===== src/inc/sp_alarm_pkg.sv =====
package sp_alarm_pkg;

  // ----------------------------------------------------------------
  // register map (byte addresses)
  // ----------------------------------------------------------------
  localparam logic [7:0] CTRL_OFS   = 8'h00;  // enables, reset sources, colour
  localparam logic [7:0] STATUS_OFS = 8'h04;  // live output state
  localparam logic [7:0] CMD_OFS    = 8'h08;  // serial reset command
  localparam logic [7:0] SP_BASE    = 8'h10;  // first setpoint block
  localparam logic [7:0] SP_STRIDE  = 8'h10;  // bytes per setpoint block
  localparam logic [3:0] VAL_OFS    = 4'h0;   // setpoint value
  localparam logic [3:0] HYST_OFS   = 4'h4;   // hysteresis
  localparam logic [3:0] DLY_OFS    = 4'h8;   // on delay [12:0], off delay [28:16]
  localparam logic [3:0] CFG_OFS    = 4'hC;   // per-setpoint configuration

  // ----------------------------------------------------------------
  // field positions
  // ----------------------------------------------------------------
  localparam int CTRL_SP2_EN   = 0;
  localparam int CTRL_KEY_DSP  = 1;
  localparam int CTRL_USER_DSP = 2;
  localparam int CTRL_GREEN    = 3;
  localparam int CTRL_DP_LSB   = 4;
  localparam int DLY_OFF_LSB   = 16;

  // ----------------------------------------------------------------
  // limits and reset values
  // ----------------------------------------------------------------
  localparam logic signed [23:0] SP_MAX    = 24'sh01869F;  // 99999
  localparam logic signed [23:0] SP_MIN    = -24'sh004E1F; // -19999
  localparam logic [15:0]        HYST_MIN  = 16'h0001;     // 1
  localparam logic [15:0]        HYST_MAX  = 16'hEA5F;     // 59999
  localparam logic [12:0]        DLY_MAX   = 13'h176F;     // 5999 tenths
  localparam logic signed [19:0] SP_RST    = 20'sh00064;   // 100
  localparam logic [15:0]        HYST_RST  = 16'h0002;
  localparam logic [31:0]        CTRL_RST  = 32'h00000000;

  // ----------------------------------------------------------------
  // timing
  // ----------------------------------------------------------------
  localparam int CLK_NS      = 8;
  localparam int TENTH_MS    = 100;  // delay unit
  localparam int DEBOUNCE_MS = 50;   // user input settle time
  localparam int TENTH_CYC   = TENTH_MS * 1000000 / CLK_NS;
  localparam int DEB_CYC     = DEBOUNCE_MS * 1000000 / CLK_NS;

  // ----------------------------------------------------------------
  // types
  // ----------------------------------------------------------------
  typedef enum logic [1:0] {
    high_acting_unbalanced = 2'b00,
    low_acting_unbalanced  = 2'b01,
    high_acting_balanced   = 2'b10,
    low_acting_balanced    = 2'b11
  } action_type;

  typedef enum logic [1:0] {
    automatic_reset_mode       = 2'b00,
    latch_immediate_reset_mode = 2'b01,
    latch_delayed_reset_mode   = 2'b10,
    reserved_mode              = 2'b11
  } reset_mode_type;

  typedef struct packed {
    logic           color_chg;   // [7] colour follows output
    logic           burnout_on;  // [6] state on open probe
    logic           standby_en;  // [5]
    logic           rst_w_disp;  // [4] output reset with display reset
    reset_mode_type mode;        // [3:2]
    action_type     action;      // [1:0]
  } sp_cfg_type;

endpackage : sp_alarm_pkg


===== src/design/sp_alarm.sv =====
// Local design decisions: the AHB-Lite interface to the registers and the register offsets.
`timescale 1ns/1ps
module sp_alarm #(
  parameter int NUM_SP    = 2,                           // outputs on widest card
  parameter int TENTH_CYC = sp_alarm_pkg::TENTH_CYC,     // clocks per 0.1 s
  parameter int DEB_CYC   = sp_alarm_pkg::DEB_CYC        // clocks per debounce
) (
  // clock and reset
  input  wire logic               hclk,
  input  wire logic               hresetn,
  // ahb-lite slave
  input  wire logic               hsel,
  input  wire logic [31:0]        haddr,
  input  wire logic [1:0]         htrans,
  input  wire logic               hwrite,
  input  wire logic [2:0]         hsize,
  input  wire logic [31:0]        hwdata,
  input  wire logic               hready,
  output logic                    hreadyout,
  output logic                    hresp,
  output logic [31:0]             hrdata,
  // measurement side, same clock
  input  wire logic signed [19:0] display_value,
  input  wire logic               display_update,
  input  wire logic               display_shows_input,
  // pins from outside
  input  wire logic [1:0]         card_count,
  input  wire logic               probe_open,
  input  wire logic               panel_key_n,
  input  wire logic               external_user_input_n,
  input  wire logic               backlit,
  // outputs
  output logic [NUM_SP-1:0]       sp_out,
  output logic                    backlight_green
);

  // ----------------------------------------------------------------
  // elaboration checks
  // ----------------------------------------------------------------
  if (NUM_SP < 1 || NUM_SP > 2) begin : g_bad_sp
    $error("NUM_SP must be 1 or 2");
  end
  if (TENTH_CYC < 2 || DEB_CYC < 2) begin : g_bad_cyc
    $error("cycle counts must be at least 2");
  end

  // ----------------------------------------------------------------
  // functions
  // ----------------------------------------------------------------
  // saturate a signed write to a range
  function automatic logic signed [23:0] clamp(input logic signed [23:0] v,
                                               input logic signed [23:0] lo,
                                               input logic signed [23:0] hi);
    if (v < lo) return lo;
    else if (v > hi) return hi;
    else return v;
  endfunction : clamp

  // ----------------------------------------------------------------
  // pin synchronisers
  // ----------------------------------------------------------------
  logic [5:0] pin_s1_q;  // first stage, read only by second
  logic [5:0] pin_s2_q;  // usable pin levels
  logic [1:0] card_s;    // fitted outputs
  logic       probe_s;   // probe open
  logic       key_s;     // key level, active low
  logic       user_s;    // user input level, active low
  logic       backlit_s; // backlit unit strap

  // two flops on every pin
  always_ff @(posedge hclk or negedge hresetn) begin
    if (!hresetn) begin
      // key, user and strap rest high; probe and card count rest low
      pin_s1_q <= 6'h38;
      pin_s2_q <= 6'h38;
    end else begin
      pin_s1_q <= {backlit, external_user_input_n, panel_key_n, probe_open, card_count};
      pin_s2_q <= pin_s1_q;
    end
  end
  assign card_s    = pin_s2_q[1:0];
  assign probe_s   = pin_s2_q[2];
  assign key_s     = pin_s2_q[3];
  assign user_s    = pin_s2_q[4];
  assign backlit_s = pin_s2_q[5];

  // ----------------------------------------------------------------
  // user input debounce and reset events
  // ----------------------------------------------------------------
  logic [31:0] deb_cnt_q;   // time the raw level has differed
  logic        user_db_q;   // debounced level, active low
  logic        user_prev_q; // for edge detect
  logic        key_prev_q;  // for edge detect
  logic        user_press;  // debounced activation
  logic        key_press;   // key activation

  always_ff @(posedge hclk or negedge hresetn) begin
    if (!hresetn) begin
      deb_cnt_q <= 32'h00000000;
      user_db_q <= 1'b1;
    end else if (user_s == user_db_q) begin
      deb_cnt_q <= 32'h00000000;
    end else if (deb_cnt_q == 32'(DEB_CYC - 1)) begin
      deb_cnt_q <= 32'h00000000;
      user_db_q <= user_s;
    end else begin
      deb_cnt_q <= deb_cnt_q + 32'h00000001;
    end
  end

  // previous levels for press edges
  always_ff @(posedge hclk or negedge hresetn) begin
    if (!hresetn) begin
      user_prev_q <= 1'b1;
      key_prev_q  <= 1'b1;
    end else begin
      user_prev_q <= user_db_q;
      key_prev_q  <= key_s;
    end
  end
  assign user_press = user_prev_q & ~user_db_q;
  assign key_press  = key_prev_q & ~key_s;

  // ----------------------------------------------------------------
  // timebase
  // ----------------------------------------------------------------
  logic [31:0] tenth_cnt_q; // free-running divider
  logic        tenth_tick;  // one pulse per 0.1 s

  always_ff @(posedge hclk or negedge hresetn) begin
    if (!hresetn) tenth_cnt_q <= 32'h00000000;
    else if (tenth_tick) tenth_cnt_q <= 32'h00000000;
    else tenth_cnt_q <= tenth_cnt_q + 32'h00000001;
  end
  assign tenth_tick = (tenth_cnt_q == 32'(TENTH_CYC - 1));

  // ----------------------------------------------------------------
  // registers and bus slave
  // ----------------------------------------------------------------
  logic [31:0]             ctrl_q;                // global control
  logic signed [19:0]      sp_val_q  [NUM_SP];    // thresholds
  logic [15:0]             hyst_q    [NUM_SP];    // hysteresis
  logic [12:0]             on_dly_q  [NUM_SP];    // tenths
  logic [12:0]             off_dly_q [NUM_SP];    // tenths
  sp_alarm_pkg::sp_cfg_type cfg_q    [NUM_SP];    // per-setpoint mode
  logic                    dph_wr_q;              // write data phase pending
  logic [7:0]              dph_addr_q;            // its address
  logic [NUM_SP-1:0]       ser_rst;               // serial reset command pulse
  logic                    addr_ph;               // accepted address phase
  logic [31:0]             rd_d;                  // read data next
  logic [NUM_SP-1:0]       out_q, pend_q, stby_q; // per-setpoint state
  logic [NUM_SP-1:0]       pin_d;                 // next output pins
  logic                    color_q;               // colour toggle state
  logic [1:0]              spi_w;                 // setpoint index of write
  logic [1:0]              spi_r;                 // setpoint index of read

  assign addr_ph = hsel & htrans[1] & hready;
  assign spi_w   = 2'(dph_addr_q[5:4] - 2'h1);
  assign spi_r   = 2'(haddr[5:4] - 2'h1);

  // address phase capture; always zero wait, always okay
  always_ff @(posedge hclk or negedge hresetn) begin
    if (!hresetn) begin
      dph_wr_q   <= 1'b0;
      dph_addr_q <= 8'h00;
      hreadyout  <= 1'b1;
      hresp      <= 1'b0;
      hrdata     <= 32'h00000000;
    end else begin
      dph_wr_q   <= addr_ph & hwrite;
      dph_addr_q <= haddr[7:0];
      hreadyout  <= 1'b1;
      hresp      <= 1'b0;
      if (addr_ph && !hwrite) hrdata <= rd_d;
    end
  end

  // read mux, unmapped reads as zero
  always_comb begin
    rd_d = 32'h00000000;
    if (haddr[7:0] == sp_alarm_pkg::CTRL_OFS) begin
      rd_d = ctrl_q;
    end else if (haddr[7:0] == sp_alarm_pkg::STATUS_OFS) begin
      rd_d = {22'h000000, backlight_green, probe_s, card_s,
              2'(stby_q), 2'(pend_q), 2'(sp_out)};
    end else if (haddr[7:6] == 2'b00 && haddr[5:4] != 2'b00 && 32'(spi_r) < NUM_SP) begin
      unique case (haddr[3:0])
        sp_alarm_pkg::VAL_OFS:  rd_d = 32'(signed'(sp_val_q[spi_r[0]]));
        sp_alarm_pkg::HYST_OFS: rd_d = {16'h0000, hyst_q[spi_r[0]]};
        sp_alarm_pkg::DLY_OFS:  rd_d = {3'h0, off_dly_q[spi_r[0]], 3'h0, on_dly_q[spi_r[0]]};
        sp_alarm_pkg::CFG_OFS:  rd_d = {24'h000000, cfg_q[spi_r[0]]};
        default:                rd_d = 32'h00000000;
      endcase
    end
  end

  // register writes in the data phase; values saturate to legal range
  always_ff @(posedge hclk or negedge hresetn) begin
    if (!hresetn) begin
      ctrl_q <= sp_alarm_pkg::CTRL_RST;
      for (int i = 0; i < NUM_SP; i++) begin
        sp_val_q[i]  <= sp_alarm_pkg::SP_RST;
        hyst_q[i]    <= sp_alarm_pkg::HYST_RST;
        on_dly_q[i]  <= 13'h0000;
        off_dly_q[i] <= 13'h0000;
        cfg_q[i]     <= '0;
      end
    end else if (dph_wr_q) begin
      if (dph_addr_q == sp_alarm_pkg::CTRL_OFS) ctrl_q <= {25'h0000000, hwdata[6:0]};
      for (int i = 0; i < NUM_SP; i++) begin
        if (dph_addr_q[7:6] == 2'b00 && dph_addr_q[5:4] != 2'b00 && spi_w == 2'(i)) begin
          unique case (dph_addr_q[3:0])
            sp_alarm_pkg::VAL_OFS:  sp_val_q[i] <= 20'(clamp(24'(signed'(hwdata[23:0])),
                                      sp_alarm_pkg::SP_MIN, sp_alarm_pkg::SP_MAX));
            sp_alarm_pkg::HYST_OFS: hyst_q[i] <= 16'(clamp(24'(hwdata[15:0]),
                                      24'(sp_alarm_pkg::HYST_MIN), 24'(sp_alarm_pkg::HYST_MAX)));
            sp_alarm_pkg::DLY_OFS: begin
              on_dly_q[i]  <= 13'(clamp(24'(hwdata[12:0]), 24'h0, 24'(sp_alarm_pkg::DLY_MAX)));
              off_dly_q[i] <= 13'(clamp(24'(hwdata[28:16]), 24'h0, 24'(sp_alarm_pkg::DLY_MAX)));
            end
            sp_alarm_pkg::CFG_OFS:  cfg_q[i] <= hwdata[7:0];
            default: ;
          endcase
        end
      end
    end
  end

  // serial reset command: write a one per setpoint
  always_comb begin
    for (int i = 0; i < NUM_SP; i++) begin
      ser_rst[i] = dph_wr_q && dph_addr_q == sp_alarm_pkg::CMD_OFS && hwdata[i];
    end
  end

  // ----------------------------------------------------------------
  // trigger points and per-setpoint state
  // ----------------------------------------------------------------
  logic [NUM_SP-1:0] active;     // card fitted and enabled
  logic [NUM_SP-1:0] on_c;       // value beyond on trigger
  logic [NUM_SP-1:0] off_c;      // value beyond off trigger
  logic [NUM_SP-1:0] req_q;      // manual reset waiting for update
  logic [NUM_SP-1:0] req_now;    // manual reset this cycle
  logic [NUM_SP-1:0] block_q;    // held off until retrigger
  logic [12:0]       tmr_q [NUM_SP]; // delay timers in tenths
  logic              man_rst;    // key or user reset aimed at outputs

  always_comb begin
    man_rst = (key_press && (!ctrl_q[sp_alarm_pkg::CTRL_KEY_DSP] || display_shows_input))
           || (user_press && (!ctrl_q[sp_alarm_pkg::CTRL_USER_DSP] || display_shows_input));
    for (int i = 0; i < NUM_SP; i++) begin
      req_now[i] = ser_rst[i] || (man_rst &&
        (cfg_q[i].rst_w_disp ||
         !(key_press ? ctrl_q[sp_alarm_pkg::CTRL_KEY_DSP] : ctrl_q[sp_alarm_pkg::CTRL_USER_DSP])));
    end
  end

  // trigger points; display units share the display decimal point
  always_comb begin
    logic signed [23:0] v, sp, h, hh;
    v = 24'h000000;
    sp = 24'h000000;
    h = 24'h000000;
    hh = 24'h000000;
    for (int i = 0; i < NUM_SP; i++) begin
      v  = 24'(display_value);
      sp = 24'(sp_val_q[i]);
      h  = 24'(hyst_q[i]);
      hh = h >>> 1;
      active[i] = (32'(card_s) > i) && (i != 1 || ctrl_q[sp_alarm_pkg::CTRL_SP2_EN]);
      unique case (cfg_q[i].action)
        sp_alarm_pkg::high_acting_unbalanced: begin on_c[i] = v >= sp; off_c[i] = v <= sp - h; end
        sp_alarm_pkg::low_acting_unbalanced:  begin on_c[i] = v <= sp; off_c[i] = v >= sp + h; end
        sp_alarm_pkg::high_acting_balanced:   begin on_c[i] = v >= sp + hh; off_c[i] = v <= sp - hh; end
        sp_alarm_pkg::low_acting_balanced:    begin on_c[i] = v <= sp - hh; off_c[i] = v >= sp + hh; end
      endcase
    end
  end

  // manual requests held until the next update; a new one wins the clear
  always_ff @(posedge hclk or negedge hresetn) begin
    if (!hresetn) req_q <= '0;
    else req_q <= (display_update ? '0 : req_q) | req_now;
  end

  // delay timers count while the pending direction holds
  always_ff @(posedge hclk or negedge hresetn) begin
    if (!hresetn) begin
      for (int i = 0; i < NUM_SP; i++) tmr_q[i] <= 13'h0000;
    end else begin
      for (int i = 0; i < NUM_SP; i++) begin
        if (display_update && !(out_q[i] ? off_c[i] : on_c[i])) tmr_q[i] <= 13'h0000;
        else if (tenth_tick && tmr_q[i] != sp_alarm_pkg::DLY_MAX) tmr_q[i] <= tmr_q[i] + 13'h0001;
      end
    end
  end

  // output state moves only on display update
  // power-up clears latch and pending reset
  always_ff @(posedge hclk or negedge hresetn) begin
    if (!hresetn) begin
      out_q   <= '0;
      pend_q  <= '0;
      block_q <= '0;
      stby_q  <= '1;
    end else if (display_update) begin
      for (int i = 0; i < NUM_SP; i++) begin
        logic rq, on_ok, off_ok;
        rq     = req_q[i] | req_now[i];
        on_ok  = on_c[i] && tmr_q[i] >= on_dly_q[i] && !block_q[i];
        off_ok = off_c[i] && tmr_q[i] >= off_dly_q[i];
        if (off_c[i]) block_q[i] <= 1'b0;
        if (off_c[i]) stby_q[i] <= 1'b0;
        if (!active[i] || (stby_q[i] && cfg_q[i].standby_en)) begin
          out_q[i]  <= 1'b0;
          pend_q[i] <= 1'b0;
        end else if (!out_q[i]) begin
          out_q[i]  <= on_ok;
          pend_q[i] <= 1'b0;
        end else begin
          unique case (cfg_q[i].mode)
            sp_alarm_pkg::automatic_reset_mode: begin
              if (rq) block_q[i] <= 1'b1;
              if (rq || off_ok) out_q[i] <= 1'b0;
            end
            sp_alarm_pkg::latch_immediate_reset_mode: begin
              if (rq) begin
                out_q[i]   <= 1'b0;
                block_q[i] <= 1'b1;
              end
            end
            sp_alarm_pkg::latch_delayed_reset_mode: begin
              if ((pend_q[i] || rq) && off_ok) begin
                out_q[i]  <= 1'b0;
                pend_q[i] <= 1'b0;
              end else if (rq) begin
                pend_q[i] <= 1'b1;
              end
            end
            default: out_q[i] <= 1'b0;
          endcase
        end
      end
    end
  end

  // ----------------------------------------------------------------
  // output pins and backlight
  // ----------------------------------------------------------------
  // burn-out overrides the comparison
  always_comb begin
    for (int i = 0; i < NUM_SP; i++) begin
      pin_d[i] = active[i] && (probe_s ? cfg_q[i].burnout_on : out_q[i]);
    end
  end

  always_ff @(posedge hclk or negedge hresetn) begin
    if (!hresetn) sp_out <= '0;
    else sp_out <= pin_d;
  end

  // colour flips once per cycle in which any colour-enabled output changes, on backlit units only
  always_ff @(posedge hclk or negedge hresetn) begin
    logic chg;
    if (!hresetn) begin
      color_q         <= 1'b0;
      backlight_green <= 1'b0;
    end else begin
      chg = 1'b0;
      for (int i = 0; i < NUM_SP; i++) chg = chg | ((pin_d[i] ^ sp_out[i]) & cfg_q[i].color_chg);
      color_q         <= color_q ^ (chg & backlit_s);
      backlight_green <= ctrl_q[sp_alarm_pkg::CTRL_GREEN] ^ color_q;
    end
  end
endmodule : sp_alarm


===== config.mk =====
export PLATFORM = sky130hd
export DESIGN_NAME = sp_alarm
export DESIGN_NICKNAME = d
export VERILOG_FILES = /design/src/inc/sp_alarm_pkg.sv /design/src/design/sp_alarm.sv
export SDC_FILE = /design/constraint.sdc
export NUM_CORES = 1
export LEC_CHECK = 0
export BUFFER_PORTS_ARGS = -buffer_cell sky130_fd_sc_hd__buf_2
export CORE_MARGIN = 10
export CORE_UTILIZATION = 40
export DETAILED_ROUTE_END_ITERATION = 10
export PLACE_DENSITY_LB_ADDON = 0.2
export SLEW_MARGIN = 30
export SYNTH_ARGS = -nofsm -noshare
export SYNTH_HDL_FRONTEND = slang
export SYNTH_SLANG_ARGS = --single-unit
export TNS_END_PERCENT = 1

===== constraint.sdc =====
create_clock -name hclk -period 6.95 [get_ports hclk]
set_clock_uncertainty 0.15 [all_clocks]
set_input_delay 1.0425 -clock hclk [delete_from_list [all_inputs] [get_ports hclk]]
set_output_delay 1.0425 -clock hclk [all_outputs]
set_load 0.01 [all_outputs]

Yosys cells after proc, flatten, opt, wreduce, memory -nomap -nowiden. Index checks and enable logic that the tools add are counted.

$add $sub $neg: 14. Magnitude comparators: 26. Equal/unequal tests: 28. Mux-type cells: 74. Bitwise logic cells: 20. Reduce and logical (&&, ||, !) cells: 84.

Operators with widths (number): 2-to-1 mux 32 bit (6); 2-to-1 mux 13 bit (12); case mux 32 bit (4 select lines) (1); 2-to-1 mux 20 bit (5); >= comparator 20 x 21 -> 1 bit (4); less-or-equal comparator 20 x 21 -> 1 bit (4); 2-to-1 mux 16 bit (5); adder 32 x 1 -> 32 bit, second input constant (2); >= comparator 13 bit (4); adder 20 x 16 -> 21 bit (2); adder 20 x 17 -> 21 bit (2); subtractor 20 x 16 -> 21 bit (2); subtractor 20 x 17 -> 21 bit (2); >= comparator 20 bit (2); less-or-equal comparator 20 bit (2); 2-to-1 mux 1 bit (35); == test 32 x 23 -> 1 bit, second input constant (1); == test 32 x 24 -> 1 bit, second input constant (1); logical AND 1 bit (30); AND reduction 3 bit (10); adder 13 x 1 -> 13 bit, second input constant (2); greater-than comparator 13 bit, second input constant (2); inequality test 13 bit, second input constant (2); greater-than comparator 24 x 18 -> 1 bit, second input constant (1); 34 further kinds (107).

Bits in registers: 307. Input bits: 102.

Longest topological paths before layout.
Depth in word-level cells: 14. Gate-level depth with buffers: 23. Gate-level depth less buffers: 22.

Worst setup path after synthesis. OpenSTA, ideal clock, no wires.

Kind: reg2reg. Start point: reg hyst_q[17] in the netlist's numbering. End point: reg tmr_q[17] in the netlist's numbering. Library setup time: 0.119 ns. Arrival time: 4.678 ns. Required time: 6.681 ns. Setup slack: 2.003 ns. Stages on the path, launching flop included: 24. Clock period less this slack: 4.947 ns. Cell sequence: dfstp_2 > ha_1 > inv_1 > fa_1 > o21ba_2 > o21ai_0 > nor3b_2 > o41ai_1 > or4_1 > a31oi_1 > a21oi_1 > nor3_1 > xnor2_1 > ha_1 > nand4_1 > inv_1 > a211o_1 > a221oi_1 > mux2i_1 > nor2_1 > o32ai_2 > a211oi_2 > buf_6 > nor2_2.

Longest elaborated chain between the ends: 7. Elaborated cells on any way between the ends: 15. Those cells by class: add/sub: 4; order compare: 4; mux: 4; reduce/logical: 3.

RTL lines: from (decl) (RTL line sp_alarm.sv:142) `logic [15:0] hyst_q [NUM_SP];`; from (signal, indexed assignment) (RTL line sp_alarm.sv:203) `hyst_q[i] <= sp_alarm_pkg::HYST_RST;`; from (signal, indexed assignment) (RTL line sp_alarm.sv:215) `sp_alarm_pkg::HYST_OFS: hyst_q[i] <= 16'(clamp(24'(hwdata[15:0]),`; subtractor 20 x 16 -> 21 bit (tied with other cells) (RTL line sp_alarm.sv:274, sp_alarm.sv:275); less-or-equal comparator 20 x 21 -> 1 bit (tied with other cells) (RTL line sp_alarm.sv:274, sp_alarm.sv:275); case mux 1 bit (4 select lines) (RTL line sp_alarm.sv:271) `unique case (cfg_q[i].action)`; 2-to-1 mux 1 bit (*) (RTL line sp_alarm.sv:292) `if (display_update && !(out_q[i] ? off_c[i] : on_c[i])) tmr_q[i] <= 13'h0000;`; zero test 1 bit (*) (RTL line sp_alarm.sv:292); logical AND 1 bit (*) (RTL line sp_alarm.sv:292); 2-to-1 mux 13 bit / nonzero test 2 bit (equally long branches); to (signal, indexed assignment) (RTL line sp_alarm.sv:292); to (decl) (RTL line sp_alarm.sv:245) `logic [12:0] tmr_q [NUM_SP];`.

Mark *: on every way between the ends. The rest lies on a longest branch, timed or not. A chain may end at the register's enable or synchronous reset.

Worst setup path after layout.
Start point: reg hyst_q[17] in the netlist's numbering. End point: reg tmr_q[15] in the netlist's numbering.

Same word-level chain as after synthesis.

==> impl_results.md <==
* Status: complete, no violations
* Clk pwr share at 40.8%
* Max-cap viol count at 0
* Deepest clock path buffer count at 3
* Cts bufs inserted at 36
* Initial antenna violation count at 6
* Clk_lat worst skew at 0.56 ns
* Final WS setup at 0.4897 ns
* Critical path's slowest cell: dfstp_2
* Data arrival time of the worst path at 6.75 ns
* Final Max Tran Viols at 0
* Cell Area, Synth at 0.02588 mm^2
* Clock sink total at 305
* Int Power at 3.318 mW
* Dpl ws at 0.3826 ns
* Starting Density at 40.29%
* Setup bufs post-CTS at 0
* Die Area at 0.07528 mm^2
* Root Driver: clkbuf_16
* Crit path max fanout at 13
* Detailed placement HPWL at 68,070 um
* Mapped Cells at 2,985
* # rows at 93
* Top delay family on crit path: compound AO/OA/AOI/OAI gates
* Avg Cell Area, Syn at 8.670 um^2
* Die height at 274.4 um
* Total GRT Usage at 22.29%
* Rel. slew slack at 35.77%
* CP endpoint kind: register
* P_sw at 1.414 mW
* Worst Max-Slew Pin Slew at 0.9510 ns
* Final net count at 3,555
* Final hold viol count at 0
* Library cells used by synthesis at 93
* Layout cells sized above 1 at 9.630%
* Vias in the first global route at 22,840
* Post-route minimum period at 6.460 ns
* Post-synth EDFFs at 0
* First-pass GRT wire length at 131,000 um
* Post-synthesis sequential area ratio at 29.58%
* Logic pwr share at 20.0%
* Post-route ant nets at 0
* Ports at 139
* Peak VDD IR at 0.1773 mV
* Leakage at 14.33 nW
* Syn_nets at 3,484
* DRC viols at 0
* Sw Share at 29.89%
* Core ar. at 0.06423 mm^2
* Critical path class: register to register
* Top FF cell, synth: dfrtp_1
* Die width at 274.4 um
* CP peak stage delay at 0.61 ns
* Number of I/O port buffers at 105
* Vias at 22,460
* Worst setup SP type: register
* Setup violators final at 0
* Post-Route WL at 84,760 um
* Number of fill cells at 6,363
* DR WL/cell at 21.52 um
* Critical path, cell by cell: ha_1 -> inv_1 -> fa_1 -> o21ba_2 -> o21ai_0 -> nor3b_2 -> o41ai_1 -> buf_4 -> or4_1 -> a31oi_1 -> a21oi_1 -> nor3_1 -> xnor2_1 -> ha_1 -> nand4_1 -> inv_1 -> a211o_1 -> a221oi_1 -> mux2i_1 -> o2bb2ai_1 -> nor3_1 -> a211oi_2 -> buf_12 -> nor2_1
* Synth warnings at 0
* TNS Setup at 0 ns
* Fmax at 154.8 MHz
* Critical path buffers and inverters at 4
* GR Overflow Total at 0
* H-tree depth at 2
* RSZ-0062 raised after global routing: no
* Via density at 5.703
* Drt first-iter violations at 1,414
* Final period utilization at 92.95%
* DRT Pass-1 Iters at 5
* CTS tree: built
* Synthesis-to-layout area growth at 10.32%
* Cell Pwr Density at 165.8 mW/mm^2
* Async SR Flop Fraction at 100.0%
* Worst endpoint required time at 7.24 ns
* Routability cong. at 0.9300
* Yosys reg bits at 305
* Largest net degree at the start of global routing at 137
* N_diodes at 0
* Seq pwr share at 39.2%
* Clock transition at the registers of the reported paths at 0.06 ns
* Hold WC Path Type: register to register
[kinds of logic (layout without fill, tap and decap cells)]
family | count (synthesis) | count (layout) | synth area share (%)
buf+inv | 312 | 411 | 4.670
other cells | 2 | 2 | 0.02902
xor+xnor | 227 | 227 | 7.682
fa+ha+maj | 397 | 397 | 19.42
simple gates | 976 | 976 | 18.11
mux | 73 | 73 | 3.718
flops | 305 | 305 | 29.58
compound gates | 693 | 693 | 16.79
[registers in the layout, summed over array words and instances (netlist names), 16 cells and up]
register     count
off_dly_q       26
hyst_q          32
on_dly_q        26
deb_cnt_q       32
cfg_q           16
sp_val_q        40
tenth_cnt_q     32
tmr_q           26
hrdata          30
[cells in the final DEF, fill, tap and decap left out, types with 10 or more instances in the layout]
| cell type | n |
|---|---|
| and4_1 | 18 |
| nor4_1 | 18 |
| mux2_2 | 25 |
| a21oi_1 | 174 |
| dfrtp_1 | 286 |
| nor2b_1 | 42 |
| or3_1 | 14 |
| a211oi_1 | 12 |
| o21a_1 | 16 |
| nand2_1 | 316 |
| nand3_1 | 81 |
| mux2i_1 | 32 |
| mux4_2 | 16 |
| and3_1 | 32 |
| a21o_1 | 26 |
| inv_1 | 208 |
| o221ai_1 | 15 |
| o211ai_1 | 17 |
| nor2_2 | 10 |
| ha_1 | 389 |
| buf_2 | 104 |
| a31oi_1 | 21 |
| dfstp_2 | 19 |
| xor2_1 | 79 |
| nor2_1 | 224 |
| and2_1 | 12 |
| o21bai_1 | 29 |
| nor3_1 | 62 |
| xnor2_1 | 148 |
| a221oi_1 | 11 |
| clkbuf_16 | 36 |
| buf_4 | 23 |
| nand2b_1 | 41 |
| or2_2 | 15 |
| nand4_1 | 54 |
| o21ai_0 | 249 |
[worst register-to-register path, stage by stage (launching register included)]
cell and delay (ns):
dfstp_2 0.61, ha_1 0.19, inv_1 0.05, fa_1 0.40, o21ba_2 0.24, o21ai_0 0.17, nor3b_2 0.26, o41ai_1 0.12
buf_4 0.16, or4_1 0.46, a31oi_1 0.34, a21oi_1 0.23, nor3_1 0.23, xnor2_1 0.15, ha_1 0.26, nand4_1 0.21
inv_1 0.07, a211o_1 0.31, a221oi_1 0.31, mux2i_1 0.21, o2bb2ai_1 0.49, nor3_1 0.13, a211oi_2 0.33, buf_12 0.19
nor2_1 0.07
[per-layer routing]
metal | global-route usage, % | wire length (um) | vias to the layer above
li1 | - | - | 10750
met1 | 27.52 | 35670 | 10930
met2 | 38.67 | 41090 | 613
met3 | 2.709 | 4462 | 163
met4 | 9.384 | 3477 | 10
met5 | 0 | 58 | -
[area by class of cell]
class	count	area (um^2)	share of cell area (%)
clock buffer	53	1045	3.659
clock inverter	13	160.2	0.5609
inverter	214	803.3	2.813
multi-input combinational	2368	17060	59.74
sequential	305	7656	26.82
tap	855	1070	3.747
timing repair buffer	131	759.5	2.660
[synthesized netlist by cell type, types with 8 or more instances]
cell type	instances	share of area (%)
nor4_1	19	0.46
dfstp_2	19	1.9
o221ai_1	15	0.51
o41ai_1	9	0.30
a221oi_1	11	0.37
ha_1	389	19
nand3_1	83	1.6
o21ai_0	249	4.8
nor3_1	62	1.2
nor2b_1	42	1.0
mux2_2	25	1.1
o21bai_1	29	0.84
a211o_1	8	0.27
and3_1	32	0.77
clkbuf_1	82	1.2
a211oi_1	12	0.35
nor2_1	224	3.2
inv_1	208	3.0
or2_2	15	0.36
o211ai_1	17	0.49
nand2b_1	41	0.99
fa_1	8	0.62
nand4_1	54	1.3
a31oi_1	21	0.51
nor2_2	10	0.24
a21oi_1	174	3.4
xnor2_1	148	5.0
xor2_1	79	2.7
a21o_1	26	0.75
nand2_1	317	4.6
and4_1	18	0.61
nor3b_1	8	0.23
and2_1	12	0.29
o21a_1	16	0.46
mux2i_1	32	1.2
dfrtp_1	286	28
or3_1	14	0.34
mux4_2	16	1.4
[through the flow]
stage | instances | hold slack (ns) | power [mW] | cell area [um^2] | utilization [%]
4_1_cts | 3939 | 0.2052 | 4.780 | 28530 | 44.42
5_1_grt | 3939 | 0.2070 | 4.968 | 28550 | 44.45
6_report | 3939 | 0.2044 | 4.733 | 28550 | 44.45
3_5_place_dp | 3873 | 0.1893 | 2.829 | 27320 | 42.54
3_3_place_gp | 3873 | 0.1898 | 2.799 | 27310 | 42.51
2_1_floorplan | 2985 | 0.1812 | 2.493 | 25880 | -
[power groups by stage]
stage,Sequential (mW),Combinational (mW),Clock [mW]
after floorplan,1.87,0.625,0
after global placement,1.89,0.913,0
after detailed placement,1.89,0.943,0
after CTS,1.85,0.947,1.98
after global routing,1.86,1.06,2.05
final,1.86,0.947,1.93
[worst paths after layout]
| check | start | endpoint | slack, ns | cells after the start |
|---|---|---|---|---|
| max | hyst_q[17]$_DFFE_PN1P_ | tmr_q[15]$_DFFE_PN0P_ | 0.49 | 24 |
| min | pin_s1_q[4]$_DFF_PN1_ | pin_s2_q[4]$_DFF_PN1_ | 0.20 | 0 |
| max reg2reg | hyst_q[17]$_DFFE_PN1P_ | tmr_q[15]$_DFFE_PN0P_ | 0.49 | 24 |
| min reg2reg | pin_s1_q[4]$_DFF_PN1_ | pin_s2_q[4]$_DFF_PN1_ | 0.20 | 0 |
| max in group asynchronous | hresetn | sp_val_q[19]$_DFFE_PN0P_ | 5.01 | 2 |
| min in group asynchronous | hresetn | deb_cnt_q[0]$_DFF_PN0_ | 0.35 | 1 |
[repair_timing]
item	4_1_cts	5_1_grt
hold buffers	0	0
endpoints found under the setup margin	0	12
resized for setup	0	2
(Power assumes the default switching activity.)
